**config.mk**
```make
export PLATFORM = sky130hd
export DESIGN_NAME = mcr_regs
export DESIGN_NICKNAME = d
export VERILOG_FILES = /design/src/hdl/mcr_regs.v /design/src/hdl/mcr_arbiter.v
export VERILOG_INCLUDE_DIRS = /design/src /design/src/hdl
export SDC_FILE = /design/constraint.sdc
export NUM_CORES = 1
export LEC_CHECK = 0
export BUFFER_PORTS_ARGS = -buffer_cell sky130_fd_sc_hd__buf_2
export CORE_AREA = 2 2 145 76
export DETAILED_ROUTE_END_ITERATION = 10
export DIE_AREA = 0 0 147 78
export GPL_TIMING_DRIVEN = 0
export PLACE_DENSITY_LB_ADDON = 0.25
export SETUP_SLACK_MARGIN = 0.15
export SKIP_LAST_GASP = 1
export SLEW_MARGIN = 20
export SYNTH_ARGS = -nofsm -noshare
export SYNTH_HDL_FRONTEND = slang
export SYNTH_SLANG_ARGS = --single-unit
```
**constraint.sdc**
```tcl
create_clock -name core_clk -period 5.6 [get_ports core_clk]
set_input_delay 0.28 -clock core_clk [delete_from_list [all_inputs] [get_ports core_clk]]
set_output_delay 0.28 -clock core_clk [all_outputs]
set_load 0.02 [all_outputs]
```
**src/hdl/mcr_consts.vh**
```
// Constants for the memory controller abort, remap and priority register block.
`ifndef MCR_CONSTS_VH
`define MCR_CONSTS_VH
`define MCR_ADDR_REMAP      12'h000
`define MCR_ADDR_ABORT_STAT 12'h004
`define MCR_ADDR_ABORT_ADDR 12'h008
`define MCR_ADDR_PRIORITY   12'h00c
`define MCR_PRIO_RESET      32'h00003210
`define MCR_PRIO_MASK       32'h00007777
`define MCR_BIT_REMAP       0
`define MCR_BIT_UNDEF       0
`define MCR_BIT_MISAL       1
`define MCR_SIZE_LO         8
`define MCR_TYPE_LO         10
`define MCR_SRC_LO          16
`define MCR_SAVED_LO        24
`define MCR_SIZE_BYTE       2'b00
`define MCR_SIZE_HALF       2'b01
`define MCR_SIZE_WORD       2'b10
`define MCR_TYPE_READ       2'b00
`define MCR_TYPE_WRITE      2'b01
`define MCR_TYPE_FETCH      2'b10
`define MCR_NUM_MASTERS     4
`define MCR_PRIO_W          3
`define MCR_PRIO_STRIDE     4
`define MCR_CPU_INDEX       0
`endif

```
**src/hdl/mcr_regs.v**
```verilog
// Register block of the memory controller: remap, abort capture and master priorities.
//
// Overview of operation
// - Writing one toggles page-zero remap; zero ignored.
// - Status bit 0 flags undefined-address abort.
// - Status bit 1 flags misaligned-address abort.
// - Bits 9:8 hold aborted access size.
// - Bits 11:10 hold aborted access type.
// - Bits 19:16 name the last aborting master.
// - Bits 27:24 save other masters' aborts since read.
// - Abort address register holds full address.
// - Equal priorities favour the lower master index.
// - Misaligned word or half access aborts, except processor fetches.
//
// Chosen here: the APB register port.
`timescale 1ns/100ps
`default_nettype none
`include "mcr_consts.vh"
module mcr_regs (
	input  wire        core_clk,
	input  wire        rst,
	input  wire        psel,
	input  wire        penable,
	input  wire        pwrite,
	input  wire [11:0] paddr,
	input  wire [31:0] pwdata,
	output reg  [31:0] prdata,
	output reg         pready,
	output reg         pslverr,
	input  wire [3:0]  master_request,
	input  wire [31:0] master_addr,
	input  wire [7:0]  master_size,
	input  wire [7:0]  master_type,
	input  wire        undefined_hit,
	output reg  [3:0]  master_grant,
	output reg         abort_out,
	output reg         remap_active
);
	reg  [31:0] priority_reg;
	reg  [1:0]  abort_cause;
	reg  [1:0]  abort_size_field;
	reg  [1:0]  abort_type_field;
	reg  [3:0]  abort_source;
	reg  [3:0]  saved_abort;
	reg  [31:0] abort_address_field;
	wire [3:0]  grant_now;
	wire        setup;
	wire        wr_en;
	wire        rd_status;
	wire [1:0]  g_size;
	wire [1:0]  g_type;
	wire        misaligned;
	wire        new_abort;
	reg  [31:0] next_prdata;
	reg         next_err;
	reg  [1:0]  sel_size;
	reg  [1:0]  sel_type;
	integer     k;

	mcr_arbiter u_arb (
		.request       (master_request),
		.priority_word (priority_reg),
		.grant         (grant_now)
	);

	// Size and type of the granted master's access.
	always @* begin
		sel_size = `MCR_SIZE_BYTE;
		sel_type = `MCR_TYPE_READ;
		for (k = 0; k < `MCR_NUM_MASTERS; k = k + 1) begin
			if (grant_now[k]) begin
				sel_size = master_size[k*2 +: 2];
				sel_type = master_type[k*2 +: 2];
			end
		end
	end
	assign g_size = sel_size;
	assign g_type = sel_type;

	// Word needs bits 1:0 clear, half-word bit 0 clear; processor fetches skip the check.
	assign misaligned = (|grant_now) &&
		!(grant_now[`MCR_CPU_INDEX] && g_type == `MCR_TYPE_FETCH) &&
		((g_size == `MCR_SIZE_WORD && master_addr[1:0] != 2'b00) ||
		 (g_size == `MCR_SIZE_HALF && master_addr[0]));
	assign new_abort = (|grant_now) && (misaligned || undefined_hit);

	assign setup     = psel && !penable;
	assign wr_en     = psel && penable && pwrite && pready;
	assign rd_status = psel && penable && !pwrite && pready &&
		paddr == `MCR_ADDR_ABORT_STAT;

	// Read data and error are prepared during setup and presented in the access phase.
	always @* begin
		next_prdata = 32'h0;
		next_err    = 1'b0;
		case (paddr)
			`MCR_ADDR_REMAP: next_prdata = 32'h0;
			`MCR_ADDR_ABORT_STAT: begin
				next_prdata[`MCR_BIT_UNDEF]            = abort_cause[0];
				next_prdata[`MCR_BIT_MISAL]            = abort_cause[1];
				next_prdata[`MCR_SIZE_LO +: 2]         = abort_size_field;
				next_prdata[`MCR_TYPE_LO +: 2]         = abort_type_field;
				next_prdata[`MCR_SRC_LO +: 4]          = abort_source;
				next_prdata[`MCR_SAVED_LO +: 4]        = saved_abort;
			end
			`MCR_ADDR_ABORT_ADDR: next_prdata = abort_address_field;
			`MCR_ADDR_PRIORITY:   next_prdata = priority_reg;
			default:              next_err    = 1'b1;
		endcase
	end

	// APB answer: no wait states, pready high in the first access cycle.
	always @(posedge core_clk or posedge rst) begin
		if (rst) begin
			pready  <= 1'b0;
			prdata  <= 32'h0;
			pslverr <= 1'b0;
		end else begin
			pready <= setup;
			if (setup) begin
				prdata  <= pwrite ? 32'h0 : next_prdata;
				pslverr <= next_err;
			end else begin
				prdata  <= 32'h0;
				pslverr <= 1'b0;
			end
		end
	end

	// Software-written state.
	always @(posedge core_clk or posedge rst) begin
		if (rst) begin
			remap_active <= 1'b0;
			priority_reg <= `MCR_PRIO_RESET;
		end else if (wr_en) begin
			if (paddr == `MCR_ADDR_REMAP && pwdata[`MCR_BIT_REMAP])
				remap_active <= ~remap_active;
			if (paddr == `MCR_ADDR_PRIORITY)
				priority_reg <= pwdata & `MCR_PRIO_MASK;
		end
	end

	// Grant and abort outputs registered.
	always @(posedge core_clk or posedge rst) begin
		if (rst) begin
			master_grant <= 4'h0;
			abort_out    <= 1'b0;
		end else begin
			master_grant <= grant_now;
			abort_out    <= new_abort;
		end
	end

	// Abort capture fields.
	always @(posedge core_clk or posedge rst) begin
		if (rst) begin
			abort_cause         <= 2'b00;
			abort_size_field    <= 2'b00;
			abort_type_field    <= 2'b00;
			abort_source        <= 4'h0;
			abort_address_field <= 32'h0;
		end else if (new_abort) begin
			abort_cause[0]      <= undefined_hit;
			abort_cause[1]      <= misaligned;
			abort_size_field    <= g_size;
			abort_type_field    <= g_type;
			abort_source        <= grant_now;
			abort_address_field <= master_addr;
		end
	end

	// Saved history: previous source moves here when another master takes the source bits.
	genvar m;
	generate
		for (m = 0; m < `MCR_NUM_MASTERS; m = m + 1) begin : g_saved
			always @(posedge core_clk or posedge rst) begin
				if (rst) begin
					saved_abort[m] <= 1'b0;
				end else if (new_abort && abort_source[m] && !grant_now[m]) begin
					saved_abort[m] <= 1'b1;
				end else if (new_abort && grant_now[m]) begin
					saved_abort[m] <= 1'b0;
				end else if (rd_status) begin
					saved_abort[m] <= 1'b0;
				end
			end
		end
	endgenerate
endmodule
`default_nettype wire

```
**src/hdl/mcr_arbiter.v**
```verilog
// Priority arbiter for four bus masters with index tie-break.
`timescale 1ns/100ps
`default_nettype none
`include "mcr_consts.vh"
module mcr_arbiter (
	input  wire [3:0]  request,
	input  wire [31:0] priority_word,
	output reg  [3:0]  grant
);
	reg [2:0] best_prio;
	reg       found;
	integer   i;
	always @* begin
		grant     = 4'h0;
		best_prio = 3'h0;
		found     = 1'b0;
		// Strictly greater wins, so an equal later master never displaces an earlier one.
		for (i = 0; i < `MCR_NUM_MASTERS; i = i + 1) begin
			if (request[i] && (!found ||
				priority_word[i*`MCR_PRIO_STRIDE +: `MCR_PRIO_W] > best_prio)) begin
				found     = 1'b1;
				best_prio = priority_word[i*`MCR_PRIO_STRIDE +: `MCR_PRIO_W];
				grant     = 4'h0;
				grant[i]  = 1'b1;
			end
		end
	end
endmodule
`default_nettype wire

```
# After elaboration in Yosys (flattened, before gate mapping)
# Index checks and enable logic that the tools add are counted.
# W data, S select, Z words.
totals:
  reg_bits: 98
  inputBits: 102
  out_inout_bits: 40
  word_cells: 119
op_classes:
  magnitude_cmp: 3
  eq_ne: 6
  reduce_logical: 54
  bitwise: 1
  muxes: 39
op_table:
  columns: ["op", "count"]
  rows:
  - ["$mux W32", 2]
  - ["$logic_and A1 B1 Y1", 29]
  - ["$eq A12 B4 Y1 const B", 2]
  - ["$pmux W4 S2", 3]
  - ["$mux W4", 5]
  - ["$mux W2", 8]
  - ["$mux W1", 15]
  - ["$eq A12 B3 Y1 const B", 1]
  - ["$logic_not A12 Y1", 1]
  - ["$pmux W4 S3", 1]
  - ["$pmux W6 S2", 1]
  - ["$reduce_bool A3 Y1", 4]
  - ["$logic_not A1 Y1", 10]
  - ["$gt A3 B3 Y1", 3]
  - ["$mux W3", 3]
  - ["$reduce_or A4 Y1", 2]
  - ["$pmux W2 S3", 1]
  - ["$logic_or A1 B1 Y1", 5]
  - ["$eq A2 B2 Y1 const B", 2]
  - ["$reduce_and A2 Y1", 2]
  - ["$eq A2 B1 Y1 const B", 1]
  - ["$reduce_bool A2 Y1", 1]
  - ["$not A1 Y1", 1]

# Longest topological paths before layout
depth:
  ltp_word: 27
  depth_mapped: 23

# Hierarchy
# From an unflattened synthesis, not the netlist that was laid out.
unflattened:
  cells_unflattened: 355
  hier_area_um2: 4616.9
by_module_without_submodules:
  columns: ["mod", "area_each_um2", "seq_area_each_um2", "n_inst", "cells_per_inst"]
  rows:
  - ["mcr_regs", 4145.2, 2457.4, 1, 296]
  - ["mcr_arbiter", 471.7, 0.0, 1, 59]

# Worst setup path before layout
# Ideal clock, no wire load.
synth_timing:
  path_type: "register to register"
  startpoint: "register priority_reg[4]"
  endpoint: "register abort_address_field[11]"
  synth_period_minus_slack_ns: 5.609
  required_ns: 5.472
  setup_ns: 0.128
  path_buffers: 1
  t_arrival_ns: 5.482
  stages_incl_launch_ff: 21
  setup_slack_ns: -0.009
  cell_sequence: "dfstp_2 inv_1 ha_1 and4_4 a311oi_4 mux2_2 ha_1 nand2_1 a221o_1 o21ai_4 mux2_2 ha_1 and3b_1 o21ai_0 a21o_1 a31o_1 a21boi_2 o2111a_1 nor2_4 buf_6 mux2_1"
synth_between:
  elab_chain_cells: 23
  word_cells_on_any_way: 39
synth_rtl:
  columns: ["item", "line", "source"]
  rows:
  - ["from (decl)", "mcr_regs.v:39", "reg [31:0] priority_reg;"]
  - ["from (signal assigned)", "mcr_regs.v:134", "priority_reg <= `MCR_PRIO_RESET;"]
  - ["from (signal assigned)", "mcr_regs.v:139", "priority_reg <= pwdata & `MCR_PRIO_MASK;"]
  - ["$gt A3 B3 Y1", "mcr_arbiter.v:20", "priority_word[i*`MCR_PRIO_STRIDE +: `MCR_PRIO_W] > best_prio)) begin"]
  - ["$logic_or A1 B1 Y1", "mcr_arbiter.v:19", "if (request[i] && (!found ||"]
  - ["$logic_and A1 B1 Y1", "mcr_arbiter.v:19", null]
  - ["$mux W3 / $mux W1 (equally long branches)", "mcr_arbiter.v:19", null]
  - ["$gt A3 B3 Y1 / $logic_not A1 Y1 (equally long branches)", "mcr_arbiter.v:20, mcr_arbiter.v:19", null]
  - ["$logic_or A1 B1 Y1", "mcr_arbiter.v:19", null]
  - ["$logic_and A1 B1 Y1", "mcr_arbiter.v:19", null]
  - ["$mux W3 / $mux W1 (equally long branches)", "mcr_arbiter.v:19", null]
  - ["[... 3 more ...]", null, null]
  - ["$mux W4 *", "mcr_arbiter.v:19", null]
  - ["$mux W2 (4 in a row)", "mcr_regs.v:71", "if (grant_now[k]) begin"]
  - ["$eq A2 B2 Y1 (no source line)", null, null]
  - ["$logic_and A1 B1 Y1 (no source line)", null, null]
  - ["$logic_not A1 Y1", "mcr_regs.v:82", "!(grant_now[`MCR_CPU_INDEX] && g_type == `MCR_TYPE_FETCH) &&"]
  - ["$logic_and A1 B1 Y1 (2 in a row)", "mcr_regs.v:81", "assign misaligned = (|grant_now) &&"]
  - ["$logic_or A1 B1 Y1", "mcr_regs.v:85", "assign new_abort = (|grant_now) && (misaligned || undefined_hit);"]
  - ["$logic_and A1 B1 Y1 *", "mcr_regs.v:85", null]
  - ["to (signal assigned)", "mcr_regs.v:168", "abort_address_field <= master_addr;"]
  - ["to (decl)", "mcr_regs.v:45", "reg [31:0] abort_address_field;"]
# Every way passes the cells marked *; elsewhere a longest branch is shown, timed or not.
# A chain may end at the register's enable or synchronous reset.

# Worst setup path after layout
layout_timing:
  startpoint: "register priority_reg[4]"
  endpoint: "register abort_address_field[13]"
# Same word-level chain as after synthesis.

==> reports/results.txt <==
Max H-tree Level - 3
WHS Path Cells - 3
Root Driver - clkbuf_16
Reg2Reg Depth - 22
Skew-Pair Late Insertion Delay - 340 ps
Period utilisation layout - 97.6%
Core area - 10100 um2
Max clock buf depth - 2
Antenna Cells - 0
Fillers - 834
Layout cell share with drive strength beyond 1 - 48.9%
Worst Tran Pin Value - 951 ps
Crit path arrival time - 5690 ps
# IOs - 142
Yosys reg bits - 98
Grt ovf - 0
Setup WS pre-CTS - -565 ps
Register area share after synthesis - 54.6%
Final GP Congestion - 0.792
Fin area - 6220 um2
Vias in the first global route - 3244
Die area - 11500 um2
Leak Pwr - 0.00307 uW
Kind of critical path - reg2reg
Uppermost routed layer - met4
Largest net degree at the start of global routing - 66
Wl on met1 - 5.44 mm
Final Hold Viols - 0
DRT Pass-1 Iters - 5
Class of the worst hold path - in2reg
Cell Pwr Density - 283 nW/um2
Asr flop ratio synth - 100%
Final WL - 11.2 mm
Layout Skew - 7.83 ps
Final nets - 636
Synthesized area per cell - 12.4 um2
First-pass GRT wire length - 17.3 mm
Final Core Density - 61.7%
Num CTS Buffers - 9
DRC violations left - 0
CTS tree - built
Status - finished clean
Port Buffers - 120
Crit path max fanout - 8
Flop-to-flop setup slack - 140 ps
WL met3 - 415 um
Post-DP HPWL - 7.85 mm
Clock transition at path regs - 60 ps
Area grow syn2layout - 38.1%
WL/cell - 16.7 um
Power consumption - 1760 uW
Cell Rows - 26
DRT iter0 DRCs - 245
RSZ-0062 raised after global routing - true
Cell count after synthesis - 363
Setup WS post-layout - 137 ps
Startpoint types - register
Die width - 147 um
Fin. max-slew vios - 0
Vias - 3396
Die height - 78 um
VDD IR max - 0.000180 V
Final hold slack - 151 ps
Total global-route track usage - 19.6%
Met2 WL - 5.31 mm
Initial core utilization - 44.7%
Post-synth EDFFs - 0
Max-cap violation count - 0
Placed Area - 5320 um2
Max frequency - 183 MHz
Final setup viols - 0
Synth Flop Type - dfrtp_1
Synth warn - 0
Via/cell ratio - 5.07
ANT nets after route - 0
Fin crit period - 5460 ps
CP required - 5820 ps
Synth unique cells - 56
Net Count, Synth - 474
Slew margin rel. - 36.0%
CTS Sinks - 98
Area of the mapped netlist - 4500 um2
Endpoint class of the critical path - register
Initial antenna violation count - 0
cells in the mapped netlist (2+ instances only):
master / number / area, um2
a21o_1: 4 / 30.0
a21oi_1: 7 / 35.0
a22oi_1: 23 / 173
a2bb2oi_1: 4 / 35.0
a311oi_4: 2 / 52.6
and2_1: 14 / 87.6
and3_1: 2 / 12.5
buf_2: 2 / 10.0
buf_6: 4 / 45.0
clkbuf_1: 7 / 26.3
dfrtp_1: 94 / 2350
dfstp_2: 4 / 105
ha_1: 9 / 113
inv_1: 16 / 60.1
inv_2: 2 / 7.51
mux2_1: 7 / 78.8
mux2_2: 14 / 158
mux2_4: 27 / 405
nand2_1: 24 / 90.1
nand3_1: 3 / 15.0
nor2_1: 33 / 124
nor2b_1: 5 / 31.3
o211ai_1: 3 / 22.5
o21a_1: 2 / 15.0
o21ai_0: 16 / 80.1
o2bb2ai_1: 4 / 35.0
or4_1: 2 / 15.0
placed cells by master, fill, tap and decap left out, types with 13 or more instances in the layout:
| cell | Yosys | final |
|---|---|---|
| buf_2 | 2 | 122 |
| dfrtp_1 | 94 | 94 |
| mux2_4 | 27 | 37 |
| nor2_1 | 33 | 32 |
| nand2_1 | 24 | 23 |
| a22oi_1 | 23 | 23 |
| buf_4 | 0 | 22 |
| o21ai_0 | 16 | 15 |
| inv_1 | 16 | 13 |
| and2_1 | 14 | 13 |
critical path, cell delays in order (launching register included):
cell and delay [ps]:
dfstp_2 530, inv_2 50, ha_4 230, and4_4 190
a311oi_4 290, buf_4 170, mux2_4 310, ha_4 280
nand2_2 50, a221o_1 370, o21ai_4 190, mux2_4 340
ha_4 250, and3b_2 220, o21ai_4 200, a21o_1 200
nand3_4 130, o32a_1 390, o2111a_2 180, nor2_4 130
buf_12 170, clkbuf_16 170, mux2_4 290
logic make-up (layout without fill, tap and decap cells):
kind of cell	after synthesis	count (layout)	synth area share, %
AOI/OAI and AO/OA	82	82	14.9
xor gates and xnor gates	1	1	0.195
adders and majority gates	9	9	2.50
buffers and inverters	31	198	3.31
DFF	98	98	54.6
muxes	49	49	14.5
and+or+nand+nor	93	93	10.1
per-stage QoR:
stage	TNS, ps	instances
CTS	0	657
global route	-375	670
detailed placement	-22310	624
global placement	-18760	623
finish	0	670
floorplan	0	363
metal layers:
metal | up-vias | GRT usage (%)
met5 | - | 0
met4 | 0 | 5.10
met3 | 2 | 4.59
met2 | 76 | 30.2
met1 | 1689 | 27.9
li1 | 1629 | -
layout make-up:
cell class | count | area [um2] | share of cell area (%)
flip-flops and latches | 98 | 2460 | 39.5
multi-input cells | 234 | 2140 | 34.4
repair buffers | 151 | 938 | 15.1
clock buffers | 11 | 233 | 3.74
well taps | 140 | 175 | 2.82
plain buffers | 13 | 116 | 1.87
clock inverters | 5 | 85.1 | 1.37
inverters | 18 | 77.6 | 1.25
final timing paths:
path                                 startpoint                      end
min in group asynchronous                   rst               prdata[22]
worst min-delay path                  pwdata[4]          priority_reg[4]
worst min register to register     remap_active             remap_active
worst max-delay path            priority_reg[4]  abort_address_field[13]
worst max register to register  priority_reg[4]  abort_address_field[13]
max in group asynchronous                   rst          priority_reg[4]
power by group:
group	switching (uW)	internal (uW)	leakage (uW)
sequential	33.6	766	0.00124
combinational	128	172	0.00168
clock	266	395	0.000151
total	427	1330	0.00307
what timing repair did:
| item | CTS | global route |
|---|---|---|
| pin swaps | 13 | 16 |
| hold buffers | 1 | 0 |
| cloned | 1 | 2 |
| buffers inserted | 15 | 11 |
| gates resized for setup | 28 | 29 |
| endpoints found under the hold margin | 33 | 0 |
| setup endpoints to repair | 47 | 44 |
(Power assumes the default switching activity.)
